File: src/pch_cfg.svh
// Timing, field and code constants of the programming-mode command handler.
// Assumes a 10 ns system clock; included by its bare name.
`ifndef PCH_CFG_SVH
`define PCH_CFG_SVH

`define PCH_CLK_PERIOD_NS 10
`define PCH_BIT_PERIOD_NS 500000
`define PCH_SYNC_MASK_NS 20000
`define PCH_START_DELAY_NS 1000000

`define PCH_CRC_SEED 3'h7
`define PCH_CRC_POLY 3'h3
`define PCH_START_BITS 3'h2
`define PCH_OWN_ADDR 3'h1
`define PCH_ZERO_RUN 3'h5
`define PCH_ONE_RUN 5'h1F
`define PCH_SHORT_BITS 5'h09
`define PCH_LONG_BITS 5'h13
`define PCH_CRC_BITS 5'h03
`define PCH_FC_POS 5'h05

`define PCH_FC_READ 3'h2
`define PCH_FC_WRITE 3'h3
`define PCH_FC_BURN 3'h4
`define PCH_FC_ENTER 3'h7

`define PCH_RC_OK 10'h1E1
`define PCH_RC_ERR 10'h1E2
`define PCH_BURN_ACK 10'h2AA
`define PCH_ENTER_ACK 10'h0CA

`define PCH_ERR_FRAME 4'h1
`define PCH_ERR_CRC 4'h2
`define PCH_ERR_RANGE 4'h5
`define PCH_ERR_LOCK 4'h6

`define PCH_NVM_BYTES 5'h10
`define PCH_STATE_BYTE 4'hF
`define PCH_SHORT_WORDS 2'h2
`define PCH_LONG_WORDS 2'h3

`endif

File: src/pch_pkg.sv
// Types shared by the command handler, its shadow memory and their interface.
// Assumes nothing of its surroundings.
package pch_pkg;
  typedef logic [9:0] pch_word_t;
  typedef logic [7:0] pch_byte_t;
  typedef logic [3:0] pch_baddr_t;
  typedef enum logic [2:0] {
    ST_HUNT,
    ST_FRAME,
    ST_DECIDE,
    ST_FETCH0,
    ST_FETCH1,
    ST_FETCH2,
    ST_REPLY
  } pch_state_t;
endpackage

File: src/pch_mem_if.sv
// Carrier between the command handler and its shadow register memory.
// Assumes both ends run on the same clock.
`timescale 1ns/1ps
interface pch_mem_if;
  pch_pkg::pch_baddr_t rd_addr;
  pch_pkg::pch_byte_t rd_data;
  logic wr_en;
  pch_pkg::pch_baddr_t wr_addr;
  logic wr_hi;
  logic [3:0] wr_nib;
  logic ld_en;
  pch_pkg::pch_baddr_t ld_addr;
  pch_pkg::pch_byte_t ld_data;
  modport ctrl (output rd_addr, wr_en, wr_addr, wr_hi, wr_nib, ld_en, ld_addr, ld_data,
                input rd_data);
  modport mem (input rd_addr, wr_en, wr_addr, wr_hi, wr_nib, ld_en, ld_addr, ld_data,
               output rd_data);
endinterface : pch_mem_if

File: src/pch_cmd_handler.sv
// Programming-mode command receiver and responder on the sensor supply line.
// Assumes i_sync_pulse is a one-cycle pulse per detected supply sync pulse,
// and that an outside transmitter sends each reply word with parity and timing.
`timescale 1ns/1ps
`include "pch_cfg.svh"
// Contract
// - A 3-bit checksum covers all message bits except start and sync bits.
// - Checksum polynomial x^3+x+1, register seeded with 111 before each message.
// - Bits enter checksum LSB first in arrival order, then three zeros.
// - Received checksum arrives MSB first; mismatch answers error with fault 0010.
// - Fixed sync masking time in programming mode and entry; mask select ignored.
// - Missing sync bit abandons command; next sync gets short framing fault 0001.
// - Code 100 starts burn, answers 0x2AA or error; 101, 110, 000, 001 silent.
// - Code 111 enters programming mode, answers 0x0CA; silent if received in error.
// - Long 010 reads: containing byte, then next byte; error gives fault then zero.
// - Long 011 writes nibble; answers byte after write then pointer; else fault, zero.
// - Reply code 0x1E1 for correct reception, 0x1E2 for a transmission error.
// - Byte address is pointer without its low bit; second byte is pointer plus 2.
// - Reading the last array byte returns zero as second byte.
// - Only fault numbers 0001, 0010, 0101 and 0110 are ever produced.
// - Commands for another target address are silently ignored; code still answers fault 0010 on checksum mismatch, 0001 on missing sync.
// - Fault number sits in low 4 bits of second reply word, other bits zero.
// - After accepting burn command, wait a fixed delay before burning starts.
// - Sync pulses are ignored during the burn; master should not send any.
// - Burn success refreshes shadows from memory and sets the load-done flag.
// - A sync pulse in a bit period is one, a missing pulse is zero.
// - Frame starts after 5 zeros or 31 ones, then 010, address, code, fields, checksum.
// - A one-valued sync bit precedes each three frame bits; the receiver strips them.
// - After a good command, one reply word per following sync, 2 or 3 words.
module pch_cmd_handler #(
  parameter int unsigned P_BIT_CYC = `PCH_BIT_PERIOD_NS / `PCH_CLK_PERIOD_NS,
  parameter int unsigned P_START_CYC = `PCH_START_DELAY_NS / `PCH_CLK_PERIOD_NS,
  parameter int unsigned P_MASK_CYC =
    (`PCH_SYNC_MASK_NS + `PCH_CLK_PERIOD_NS - 1) / `PCH_CLK_PERIOD_NS
) (
  input wire logic i_clk, // System clock, 100 MHz
  input wire logic i_rst_n, // Asynchronous reset, active low
  input wire logic i_sync_pulse, // One-cycle pulse per supply sync pulse
  input wire logic i_array_locked, // Shadow array write protected
  input wire logic i_burn_done, // One-cycle pulse: memory burn finished
  input wire logic i_burn_ok, // Burn result, valid with i_burn_done
  input wire logic i_load_valid, // Shadow byte load from memory
  input wire pch_pkg::pch_baddr_t i_load_addr, // Shadow byte load address
  input wire pch_pkg::pch_byte_t i_load_data, // Shadow byte load data
  input wire logic i_load_done, // One-cycle pulse: shadow refresh finished
  output logic o_resp_valid, // One-cycle pulse: send o_resp_word now
  output pch_pkg::pch_word_t o_resp_word, // Reply word
  output logic o_prog_mode, // Programming mode active
  output logic o_burn_start, // One-cycle pulse: begin memory burn
  output logic o_burning, // Burn in progress
  output logic o_refresh_req, // One-cycle pulse: reload shadows from memory
  output logic o_otp_load_done_flag // Burn and refresh completed
);
  import pch_pkg::*;

  // Mask must stay shorter than the bit period, or every second sync is lost
  localparam logic [11:0] MASK_W = 12'(P_MASK_CYC);
  localparam logic [23:0] HALF_W = 24'(P_BIT_CYC / 2);
  localparam logic [23:0] ZERO_W = 24'(P_BIT_CYC + P_BIT_CYC / 2);
  localparam logic [23:0] START_W = 24'(P_START_CYC - 1);

  function automatic logic [2:0] crc_step(input logic [2:0] c, input logic b);
    crc_step = {c[1:0], b} ^ (c[2] ? `PCH_CRC_POLY : 3'h0);
  endfunction

  function automatic pch_byte_t map_byte(input pch_baddr_t a, input pch_byte_t d,
                                         input logic f);
    map_byte = (a == `PCH_STATE_BYTE) ? {7'h00, f} : d;
  endfunction

  pch_state_t state;
  logic [23:0] slot_cnt;
  logic [11:0] mask_cnt;
  logic acc, bit_ev, bit_val;
  logic [2:0] zrun;
  logic [4:0] orun;
  logic armed;
  logic [1:0] hist;
  logic frame_go;
  logic [1:0] bit_pos;
  logic [4:0] dcnt, len;
  logic [15:0] pay;
  logic [2:0] crc, rx_crc, crc_fin;
  pch_word_t words [3];
  logic [1:0] nwords, idx;
  logic [2:0] sa, fc;
  logic [5:0] ptr;
  pch_baddr_t byte_a, byte_b;
  logic fc_short, is_write, own, crc_ok, in_range;
  logic dec_reply, dec_write, dec_fetch, dec_enter, dec_burn;
  logic [3:0] dec_err;
  pch_word_t dec_rd1;
  logic burn_wait;
  logic [23:0] burn_dly;
  logic burn_go;

  pch_mem_if mem_if();

  pch_shadow_mem u_mem (
    .i_clk(i_clk),
    .i_rst_n(i_rst_n),
    .bus(mem_if)
  );

  // Masked or burning-time sync pulses are not bits
  assign acc = i_sync_pulse && (mask_cnt == 12'h000) && !o_burning;
  assign bit_ev = acc || (slot_cnt == ZERO_W);
  assign bit_val = acc;

  // Bit slot timer: a slot with no sync by 1.5 periods is a zero
  always_ff @(posedge i_clk or negedge i_rst_n) begin
    if (!i_rst_n) begin
      slot_cnt <= 24'h000000;
      mask_cnt <= 12'h000;
    end else if (acc) begin
      slot_cnt <= 24'h000000;
      mask_cnt <= MASK_W;
    end else begin
      slot_cnt <= (slot_cnt == ZERO_W) ? HALF_W : slot_cnt + 24'h000001;
      if (mask_cnt != 12'h000) begin
        mask_cnt <= mask_cnt - 12'h001;
      end
    end
  end

  // Start condition hunt
  assign frame_go = (state == ST_HUNT) && bit_ev && armed &&
                    ({hist, bit_val} == `PCH_START_BITS);
  always_ff @(posedge i_clk or negedge i_rst_n) begin
    if (!i_rst_n) begin
      zrun <= 3'h0;
      orun <= 5'h00;
      armed <= 1'b0;
      hist <= 2'h0;
    end else if (state != ST_HUNT) begin
      zrun <= 3'h0;
      orun <= 5'h00;
      armed <= 1'b0;
      hist <= 2'h0;
    end else if (bit_ev) begin
      zrun <= bit_val ? 3'h0 : ((zrun == `PCH_ZERO_RUN) ? zrun : zrun + 3'h1);
      orun <= !bit_val ? 5'h00 : ((orun == `PCH_ONE_RUN) ? orun : orun + 5'h01);
      if ((!bit_val && zrun >= `PCH_ZERO_RUN - 3'h1) ||
          (bit_val && orun >= `PCH_ONE_RUN - 5'h01)) begin
        armed <= 1'b1;
      end
      hist <= {hist[0], bit_val};
    end
  end

  // Field decode of the stripped frame
  assign sa = pay[2:0];
  assign fc = pay[5:3];
  assign ptr = pay[11:6];
  assign byte_a = ptr[4:1];
  assign byte_b = byte_a + 4'h1;
  assign fc_short = fc[2];
  assign is_write = (fc == `PCH_FC_WRITE);
  assign own = (sa == `PCH_OWN_ADDR);
  assign crc_fin = crc_step(crc_step(crc_step(crc, 1'b0), 1'b0), 1'b0);
  assign crc_ok = (crc_fin == rx_crc);
  assign in_range = (ptr[5:1] < `PCH_NVM_BYTES);

  always_comb begin
    dec_reply = 1'b0;
    dec_err = 4'h0;
    dec_write = 1'b0;
    dec_fetch = 1'b0;
    dec_enter = 1'b0;
    dec_burn = 1'b0;
    dec_rd1 = 10'h000;
    if (fc_short) begin
      if (fc == `PCH_FC_ENTER) begin
        if (crc_ok && own) begin
          dec_enter = 1'b1;
          dec_reply = 1'b1;
          dec_rd1 = `PCH_ENTER_ACK;
        end
      end else if (fc == `PCH_FC_BURN && o_prog_mode) begin
        if (!crc_ok) begin
          dec_reply = 1'b1;
          dec_err = `PCH_ERR_CRC;
        end else if (own) begin
          dec_reply = 1'b1;
          if (i_array_locked) begin
            dec_err = `PCH_ERR_LOCK;
          end else begin
            dec_burn = 1'b1;
            dec_rd1 = `PCH_BURN_ACK;
          end
        end
      end
    end else if (o_prog_mode && (fc == `PCH_FC_READ || is_write)) begin
      if (!crc_ok) begin
        dec_reply = 1'b1;
        dec_err = `PCH_ERR_CRC;
      end else if (own) begin
        dec_reply = 1'b1;
        if (!in_range) begin
          dec_err = `PCH_ERR_RANGE;
        end else if (is_write && (i_array_locked || byte_a == `PCH_STATE_BYTE)) begin
          dec_err = `PCH_ERR_LOCK;
        end else begin
          dec_fetch = 1'b1;
          dec_write = is_write;
        end
      end
    end
  end

  assign mem_if.rd_addr = (state == ST_FETCH1) ? byte_b : byte_a;
  assign mem_if.wr_en = (state == ST_DECIDE) && dec_write;
  assign mem_if.wr_addr = byte_a;
  assign mem_if.wr_hi = ptr[0];
  assign mem_if.wr_nib = pay[15:12];
  assign mem_if.ld_en = i_load_valid;
  assign mem_if.ld_addr = i_load_addr;
  assign mem_if.ld_data = i_load_data;

  // Command sequencer
  always_ff @(posedge i_clk or negedge i_rst_n) begin
    if (!i_rst_n) begin
      state <= ST_HUNT;
      bit_pos <= 2'h0;
      dcnt <= 5'h00;
      len <= `PCH_LONG_BITS;
      pay <= 16'h0000;
      crc <= `PCH_CRC_SEED;
      rx_crc <= 3'h0;
      words <= '{default: 10'h000};
      nwords <= 2'h0;
      idx <= 2'h0;
    end else begin
      case (state)
        ST_HUNT: begin
          if (frame_go) begin
            state <= ST_FRAME;
            bit_pos <= 2'h0;
            dcnt <= 5'h00;
            len <= `PCH_LONG_BITS;
            pay <= 16'h0000;
            crc <= `PCH_CRC_SEED;
            rx_crc <= 3'h0;
          end
        end
        ST_FRAME: begin
          if (bit_ev && bit_pos == 2'h0) begin
            bit_pos <= 2'h1;
            if (!bit_val) begin
              words[0] <= `PCH_RC_ERR;
              words[1] <= {6'h00, `PCH_ERR_FRAME};
              nwords <= `PCH_SHORT_WORDS;
              idx <= 2'h0;
              state <= ST_REPLY;
            end
          end else if (bit_ev) begin
            bit_pos <= bit_pos + 2'h1;
            if (dcnt < len - `PCH_CRC_BITS) begin
              pay[dcnt[3:0]] <= bit_val;
              crc <= crc_step(crc, bit_val);
            end else begin
              rx_crc <= {rx_crc[1:0], bit_val};
            end
            dcnt <= dcnt + 5'h01;
            if (dcnt == `PCH_FC_POS) begin
              if (bit_val) begin
                len <= `PCH_SHORT_BITS;
              end else if (!pay[4]) begin
                state <= ST_HUNT;
              end
            end
            if (dcnt + 5'h01 == len) begin
              state <= ST_DECIDE;
            end
          end
        end
        ST_DECIDE: begin
          if (!dec_reply) begin
            state <= ST_HUNT;
          end else begin
            words[0] <= (dec_err != 4'h0) ? `PCH_RC_ERR : `PCH_RC_OK;
            words[1] <= (dec_err != 4'h0) ? {6'h00, dec_err} : dec_rd1;
            words[2] <= 10'h000;
            nwords <= fc_short ? `PCH_SHORT_WORDS : `PCH_LONG_WORDS;
            idx <= 2'h0;
            state <= dec_fetch ? ST_FETCH0 : ST_REPLY;
          end
        end
        ST_FETCH0: begin
          state <= ST_FETCH1;
        end
        ST_FETCH1: begin
          words[1] <= {2'h0, map_byte(byte_a, mem_if.rd_data, o_otp_load_done_flag)};
          state <= ST_FETCH2;
        end
        ST_FETCH2: begin
          if (is_write) begin
            words[2] <= {4'h0, ptr};
          end else if (byte_a == `PCH_STATE_BYTE) begin
            words[2] <= 10'h000;
          end else begin
            words[2] <= {2'h0, map_byte(byte_b, mem_if.rd_data, o_otp_load_done_flag)};
          end
          state <= ST_REPLY;
        end
        ST_REPLY: begin
          if (acc) begin
            idx <= idx + 2'h1;
            if (idx == nwords - 2'h1) begin
              state <= ST_HUNT;
            end
          end
        end
        default: begin
          state <= ST_HUNT;
        end
      endcase
    end
  end

  // One reply word per accepted sync pulse
  always_ff @(posedge i_clk or negedge i_rst_n) begin
    if (!i_rst_n) begin
      o_resp_valid <= 1'b0;
      o_resp_word <= 10'h000;
    end else begin
      o_resp_valid <= (state == ST_REPLY) && acc;
      if ((state == ST_REPLY) && acc) begin
        o_resp_word <= words[idx];
      end
    end
  end

  always_ff @(posedge i_clk or negedge i_rst_n) begin
    if (!i_rst_n) begin
      o_prog_mode <= 1'b0;
    end else if (state == ST_DECIDE && dec_enter) begin
      o_prog_mode <= 1'b1;
    end
  end

  // Burn sequencing
  assign burn_go = (state == ST_DECIDE) && dec_burn;
  always_ff @(posedge i_clk or negedge i_rst_n) begin
    if (!i_rst_n) begin
      burn_wait <= 1'b0;
      burn_dly <= 24'h000000;
      o_burning <= 1'b0;
      o_burn_start <= 1'b0;
      o_refresh_req <= 1'b0;
    end else begin
      o_burn_start <= 1'b0;
      o_refresh_req <= 1'b0;
      if (burn_go) begin
        burn_wait <= 1'b1;
        burn_dly <= START_W;
      end else if (burn_wait) begin
        if (burn_dly == 24'h000000) begin
          burn_wait <= 1'b0;
          o_burning <= 1'b1;
          o_burn_start <= 1'b1;
        end else begin
          burn_dly <= burn_dly - 24'h000001;
        end
      end
      if (o_burning && i_burn_done) begin
        o_burning <= 1'b0;
        o_refresh_req <= i_burn_ok;
      end
    end
  end

  always_ff @(posedge i_clk or negedge i_rst_n) begin
    if (!i_rst_n) begin
      o_otp_load_done_flag <= 1'b0;
    end else if (i_load_done) begin
      o_otp_load_done_flag <= 1'b1;
    end else if (burn_go) begin
      o_otp_load_done_flag <= 1'b0;
    end
  end
endmodule // pch_cmd_handler

File: src/pch_shadow_mem.sv
// Shadow register array: nibble writes, whole-byte loads, registered read data.
// Assumes one clock; a byte load wins over a nibble write to the same byte.
`timescale 1ns/1ps
module pch_shadow_mem (
  input wire logic i_clk, // System clock
  input wire logic i_rst_n, // Asynchronous reset, active low
  pch_mem_if.mem bus // Access port
);
  import pch_pkg::*;

  pch_byte_t mem [16];

  genvar g;
  generate
    for (g = 0; g < 16; g++) begin : g_byte
      always_ff @(posedge i_clk or negedge i_rst_n) begin
        if (!i_rst_n) begin
          mem[g] <= 8'h00;
        end else if (bus.ld_en && bus.ld_addr == 4'(g)) begin
          mem[g] <= bus.ld_data;
        end else if (bus.wr_en && bus.wr_addr == 4'(g)) begin
          if (bus.wr_hi) begin
            mem[g][7:4] <= bus.wr_nib;
          end else begin
            mem[g][3:0] <= bus.wr_nib;
          end
        end
      end
    end
  endgenerate

  always_ff @(posedge i_clk or negedge i_rst_n) begin
    if (!i_rst_n) begin
      bus.rd_data <= 8'h00;
    end else begin
      bus.rd_data <= mem[bus.rd_addr];
    end
  end
endmodule // pch_shadow_mem

File: config.mk
export PLATFORM = sky130hd
export DESIGN_NAME = pch_cmd_handler
export DESIGN_NICKNAME = d
export VERILOG_FILES = /design/src/pch_pkg.sv /design/src/pch_mem_if.sv /design/src/pch_cmd_handler.sv /design/src/pch_shadow_mem.sv
export VERILOG_INCLUDE_DIRS = /design/src
export SDC_FILE = /design/constraint.sdc
export NUM_CORES = 1
export LEC_CHECK = 0
export BUFFER_PORTS_ARGS = -buffer_cell sky130_fd_sc_hd__buf_4
export CORE_UTILIZATION = 62
export CTS_CLUSTER_SIZE = 14
export DETAILED_ROUTE_END_ITERATION = 10
export MAX_ROUTING_LAYER = met4
export PLACE_DENSITY = 0.79
export SLEW_MARGIN = 0
export SYNTH_ARGS = -nofsm -noshare
export SYNTH_HDL_FRONTEND = slang
export SYNTH_HIERARCHICAL = 1
export SYNTH_SLANG_ARGS = --single-unit
File: constraint.sdc
create_clock -name i_clk -period 6.2 [get_ports i_clk]
set_input_delay 1.24 -clock i_clk [delete_from_list [all_inputs] [get_ports i_clk]]
set_output_delay 1.24 -clock i_clk [all_outputs]
set_load 0.01 [all_outputs]
# After elaboration in Yosys (flattened, before gate mapping)
# Cells that the tools add are included.
# word_totals
register_bits	295
input_bits	20
output_inout_bits	16
elab_cells	517
# classes
n_addsub	11
n_lt_le_gt_ge	8
eq_ne	87
mux	189
bitwise_logic	6
n_reduce_logical	156
# op_table
operator	n
$mux 8	39
$mux 24	5
$mux 3	34
$mux 10	9
$reduce_bool 2->1	42
$reduce_and 2->1	37
$eq 4x4->1 const B	17
$mux 16	4
$mux 5	12
$logic_and 1x1->1	50
$mux 1	45
$mux 20	2
$pmux 10 s2	2
$ne 2x1->1 const B	17
$bmux 8 s4	1
$eq 4x3->1 const B	8
$mux 2	16
$pmux 16 s2	1
$mux 30	1
$pmux 10 s3	1
$ne 2x2->1 const B	13
$add 24x1->24 const B	1
$eq 24x17->1 const B	1
$logic_not 24->1	1
55 further kinds	98

# Longest topological paths before layout
# depth
ltp_word	15
mapped_depth	12
mapped_depth_nobuf	9

# Modules after synthesis
# Netlist, hierarchy kept.
# by_module_without_submodules
module	instances	cells_each	area_per_inst_um2
pch_shadow_mem	1	892	7972.6
pch_cmd_handler	1	877	7923.8

# Least setup slack after synthesis
# OpenSTA, ideal clock, no wires.
# synth_timing
path_type	in2reg
startpoint	input i_array_locked
endpoint	register u_mem/mem[113] (netlist name)
t_arrival_ns	3.111
required_ns	6.063
path_slack_ns	2.952
stages	8
cell_sequence	a31o_2 or3_1 nor3_1 buf_4 or4b_4 buf_6 o21ai_1 a31oi_1
# synth_between
elab_chain_cells	12
# synth_lines
item	line_no	source
from (decl)	pch_cmd_handler.sv:39	input wire logic i_array_locked,
$logic_or 1x1->1 (no line)	n/a	
$logic_and 1x1->1	pch_cmd_handler.sv:201	end else if (is_write && (i_array_locked || byte_a == `PCH_STATE_BYTE)) begin
$mux 1	pch_cmd_handler.sv:201	
$mux 1	pch_cmd_handler.sv:199	if (!in_range) begin
$mux 1	pch_cmd_handler.sv:197	end else if (own) begin
$mux 1	pch_cmd_handler.sv:194	if (!crc_ok) begin
$mux 1	pch_cmd_handler.sv:193	end else if (o_prog_mode && (fc == `PCH_FC_READ || is_write)) begin
$mux 1	pch_cmd_handler.sv:172	if (fc_short) begin
$logic_and 1x1->1	pch_cmd_handler.sv:212	assign mem_if.wr_en = (state == ST_DECIDE) && dec_write;
net mem_if.wr_en	pch_mem_if.sv:7	logic wr_en;
$logic_and 1x1->1	pch_shadow_mem.sv:21	end else if (bus.wr_en && bus.wr_addr == 4'(g)) begin
$reduce_bool 2->1 (no line)	n/a	
$reduce_and 2->1 (no line)	n/a	
to (signal, indexed assignment)	pch_shadow_mem.sv:20	mem[g] <= bus.ld_data;
to (signal, indexed assignment)	pch_shadow_mem.sv:23	mem[g][7:4] <= bus.wr_nib;
to (signal, indexed assignment)	pch_shadow_mem.sv:25	mem[g][3:0] <= bus.wr_nib;
to (decl)	pch_shadow_mem.sv:11	pch_byte_t mem [16];
# The timed path passes the listed nets, and every way through them passes these cells.
# A chain may end at the register's enable or synchronous reset.

# Final worst setup path
# layout_timing
startpoint	register crc[2]
endpoint	register u_mem/mem[41] (netlist name)
# layout_between
elab_chain_cells	13
# layout_lines
item	line_no	source
from (decl)	pch_cmd_handler.sv:83	logic [2:0] crc, rx_crc, crc_fin;
from (signal assigned)	pch_cmd_handler.sv:228	crc <= `PCH_CRC_SEED;
from (signal assigned)	pch_cmd_handler.sv:242	crc <= `PCH_CRC_SEED;
from (signal assigned)	pch_cmd_handler.sv:260	crc <= crc_step(crc, bit_val);
$mux 2 *	pch_cmd_handler.sv:63	crc_step = {c[1:0], b} ^ (c[2] ? `PCH_CRC_POLY : 3'h0);
$xor 3x3->3 *	pch_cmd_handler.sv:63	
$xor 3x2->3 *	pch_cmd_handler.sv:63	
$mux 2	pch_cmd_handler.sv:63	
$xor 3x2->3 *	pch_cmd_handler.sv:63	
$eq 3x3->1 *	pch_cmd_handler.sv:161	assign crc_ok = (crc_fin == rx_crc);
$mux 1 *	pch_cmd_handler.sv:194	
$mux 1 *	pch_cmd_handler.sv:193	
$mux 1 *	pch_cmd_handler.sv:172	
$logic_and 1x1->1 *	pch_cmd_handler.sv:212	
net mem_if.wr_en	pch_mem_if.sv:7	
$logic_and 1x1->1 *	pch_shadow_mem.sv:21	
$reduce_bool 2->1 (no line) *	n/a	
$reduce_and 2->1 (no line) *	n/a	
# The timed path passes the listed nets; every way through them passes the cells marked *.

==> results.md <==
- Largest net degree at the start of global routing: 114
- CP max-delay cell: dfstp_2
- IO Count: 36
- Post-synthesis average cell area: 8.99 um^2
- Clock transition at path regs: 0.06 ns
- RSZ-0062 raised after global routing: false
- Syn Inst Count: 1769
- Routability cong.: 0.882
- Register area share after synthesis: 44.3%
- Crit path from: crc[2]$_DFFE_PN1P_
- # Post-CTS Setup Buffers: 0
- Flops & latches, synth: 281
- Worst path required time: 6.63 ns
- FP Rows: 58
- Max-cap violations: 0
- Vias per cell: 7.09
- Clk pwr share: 43.6%
- Chip Height: 162 um
- Number of flops mapped to enable cells by yosys: 0
- Routed WL: 45.9 mm
- Antenna-violating nets left: 0
- Initial drt markers: 2031
- Final net count: 1730
- RR Startpoint: crc[2]$_DFFE_PN1P_
- Initial Utilization: 63.1%
- Switching power: 0.00116 W
- Total CTS buffers: 31
- IO Port Bufs: 35
- Worst setup SP type: flop
- Seq. cell area: 7040 um^2
- Final setup viols: 0
- PD cells: 272 nW/um^2
- Cts hold-fix bufs: 0
- Initial antenna violation count: 0
- Vias in the first global route: 13936
- Mapped cell area: 15900 um^2
- GRT Util Overall: 36.3%
- Core footprint: 25200 um^2
- Internal power: 0.00352 W
- Area growth, synth to finish: 8.30%
- First-pass GRT wire length: 74.0 mm
- FFs w/ async S/R, synth: 100%
- Pins over their slew limit: 0
- Syn Nets: 1811
- Setup total negative slack: 0 ns
- Ys flop type: dfrtp_1
- Initial DRT Pass Iterations: 8
- Die Wd: 162 um
- Status: completed
- Ant. Diodes: 0
- Crit Path Category: reg -> reg
- Final Skew: 0.0109 ns
- Pleak: 6.44 nW
- Clock Sinks: 281
- Slew @ Worst Pin: 1.24 ns
- Detail Placement HPWL: 27.2 mm
- TritonCTS clock tree: built
- Combinational share of power: 10.2%
- Root Buffer Master: clkbuf_16
- Worst slew margin: 17.2%
- Multi-input logic area: 8040 um^2
- Net Sw Frac: 24.8%
- Clk buf depth: 3
- VDD IR max: 0.000259 V
- Critical path arrival: 4.14 ns
- Final min period: 3.71 ns
- Max H-tree Level: 1
- Wirelength per Cell: 22.5 um
- # DRC: 0
- Clock Latency Late Sink: 0.56 ns
- Share of cells above drive strength 1: 11.7%
- Die ar.: 26300 um^2
- Flop pwr share: 46.2%
- Element type at the critical path end: flop
- Final core utilization: 68.4%
- Max frequency: 269 MHz
- Fill cells: 1886
- Total number of vias: 14478
- Post-CTS Resized: 0
- Hold Path Class: reg -> reg
- Fin. Hold Viols: 0
- Slowest cell delay on critical path: 0.67 ns
- Post-synth cell types: 84
- Tcrit/Tclk final: 59.9%
- Hold_sp: o_resp_word[0]$_DFFE_PN0P_
- Cells along the critical path: nor4bb_1, a31o_2, mux4_2, nand3_1, nor3_1, buf_4, nand4bb_1, o21ai_0, a31oi_1
- Synthesis warning total: 6
- GR Overflow Total: 0
- Critical Path Fanout Max: 16
## registers in the layout, summed over array words and instances, names as in the netlist, 5 cells and up
name / cells
mask_cnt: 12
dcnt: 5
pay: 16
burn_dly: 24
u_mem/bus.rd_data: 8
slot_cnt: 24
words: 20
orun: 5
o_resp_word: 10
u_mem/mem: 128
## power by group through the flow
stage,logic [W],clock network (W),registers (W)
after detailed placement,0.000464,0,0.00218
after global placement,0.000439,0,0.00218
after floorplan,0.000337,0,0.00214
after CTS,0.000465,0.00205,0.00216
final,0.000477,0.00204,0.00217
after global routing,0.000520,0.00212,0.00218
## placed cells by master, fill, tap and decap left out, types with 7 or more instances in the layout
| master | n |
|---|---|
| dfrtp_1 | 277 |
| o21ai_0 | 168 |
| nand3_1 | 165 |
| nor3_1 | 147 |
| a31oi_1 | 139 |
| nand2_1 | 132 |
| nor2_1 | 99 |
| buf_4 | 59 |
| a21oi_1 | 39 |
| mux4_2 | 34 |
| xnor2_1 | 33 |
| inv_1 | 31 |
| clkbuf_16 | 31 |
| a22oi_1 | 26 |
| xor2_1 | 24 |
| ha_1 | 22 |
| or2_2 | 18 |
| nand4_1 | 13 |
| nor2b_1 | 13 |
| nand2b_1 | 13 |
| nor4_1 | 12 |
| and2_1 | 10 |
| or3_1 | 9 |
| o21ai_1 | 9 |
| o22ai_1 | 9 |
| and3_1 | 8 |
| mux2i_1 | 8 |
| a21o_1 | 8 |
| nor4b_1 | 7 |
| nand4b_1 | 7 |
| clkbuf_8 | 7 |
## metal layers
metal / wire length, um / track usage [%] / vias to the layer above
li1: - / - / 6330
met1: 18000 / 47.8 / 7016
met2: 21100 / 55.5 / 969
met3: 4830 / 5.92 / 163
met4: 1950 / 16.0 / 0
met5: 0 / - / -
## cell usage after synthesis (15+ instances only)
cell      instances  area share, %
mux4_2           34            4.8
o21ai_0         169            5.3
nand2_1         132            3.1
nor3_1          147            4.6
xnor2_1          34            1.9
nand3_1         165            5.2
ha_1             22            1.7
buf_2            16           0.50
a22oi_1          26            1.2
a21oi_1          39            1.2
nor2_1          100            2.4
xor2_1           24            1.3
a31oi_1         139            5.5
inv_1            31           0.73
clkbuf_1        132            3.1
nor2b_1          15           0.59
or2_2            18           0.71
dfrtp_1         277             44
## critical path: cells and delay by family (launching register included)
kind                   cells  cell delay (ns)
and+or+nand+nor            4             1.52
AOI/OAI and AO/OA          3             0.80
DFF                        1             0.67
muxes                      1             0.30
buffers and inverters      1             0.29
## worst paths after layout
check	end	slack, ns	depth (start not counted)
min in group asynchronous	orun[1]$_DFFE_PN0P_	0.73	1
worst max register to register	u_mem/mem[41]$_DFFE_PN0P_	2.49	9
worst min-delay path	o_resp_word[0]$_DFFE_PN0P_	0.48	2
worst max-delay path	u_mem/mem[41]$_DFFE_PN0P_	2.49	9
worst min register to register	o_resp_word[0]$_DFFE_PN0P_	0.48	2
max in group asynchronous	slot_cnt[20]$_DFF_PN0_	4.14	2
## cells by family after synthesis
family / Yosys count / share of synthesized area (%)
AO/OA/AOI/OAI: 457 / 17.5
buffers and inverters: 206 / 5.38
adder cells (fa/ha/maj): 22 / 1.73
flip-flops: 281 / 44.3
multiplexers: 43 / 5.39
XOR/XNOR: 58 / 3.20
AND/OR/NAND/NOR: 702 / 22.6
## metrics by stage
step / instance area, um^2 / instances / power (W) / hold WS, ns / setup WS (ns)
2_1_floorplan: 15900 / 1769 / 0.00248 / 0.443 / 2.95
3_3_place_gp: 16100 / 1985 / 0.00262 / 0.463 / 2.50
3_5_place_dp: 16100 / 1985 / 0.00265 / 0.465 / 2.39
4_1_cts: 17200 / 2043 / 0.00467 / 0.487 / 2.67
5_1_grt: 17200 / 2043 / 0.00482 / 0.499 / 2.33
6_report: 17200 / 2043 / 0.00468 / 0.482 / 2.49
## final cells by class
cell class	instances	area share, %
multi-input combinational	1282	46.7
tap	330	2.40
inverter	31	0.676
sequential	281	40.9
clock buffer	41	5.13
clock inverter	17	1.47
timing repair buffer	61	2.78
Power figures use the tool's default switching activity.
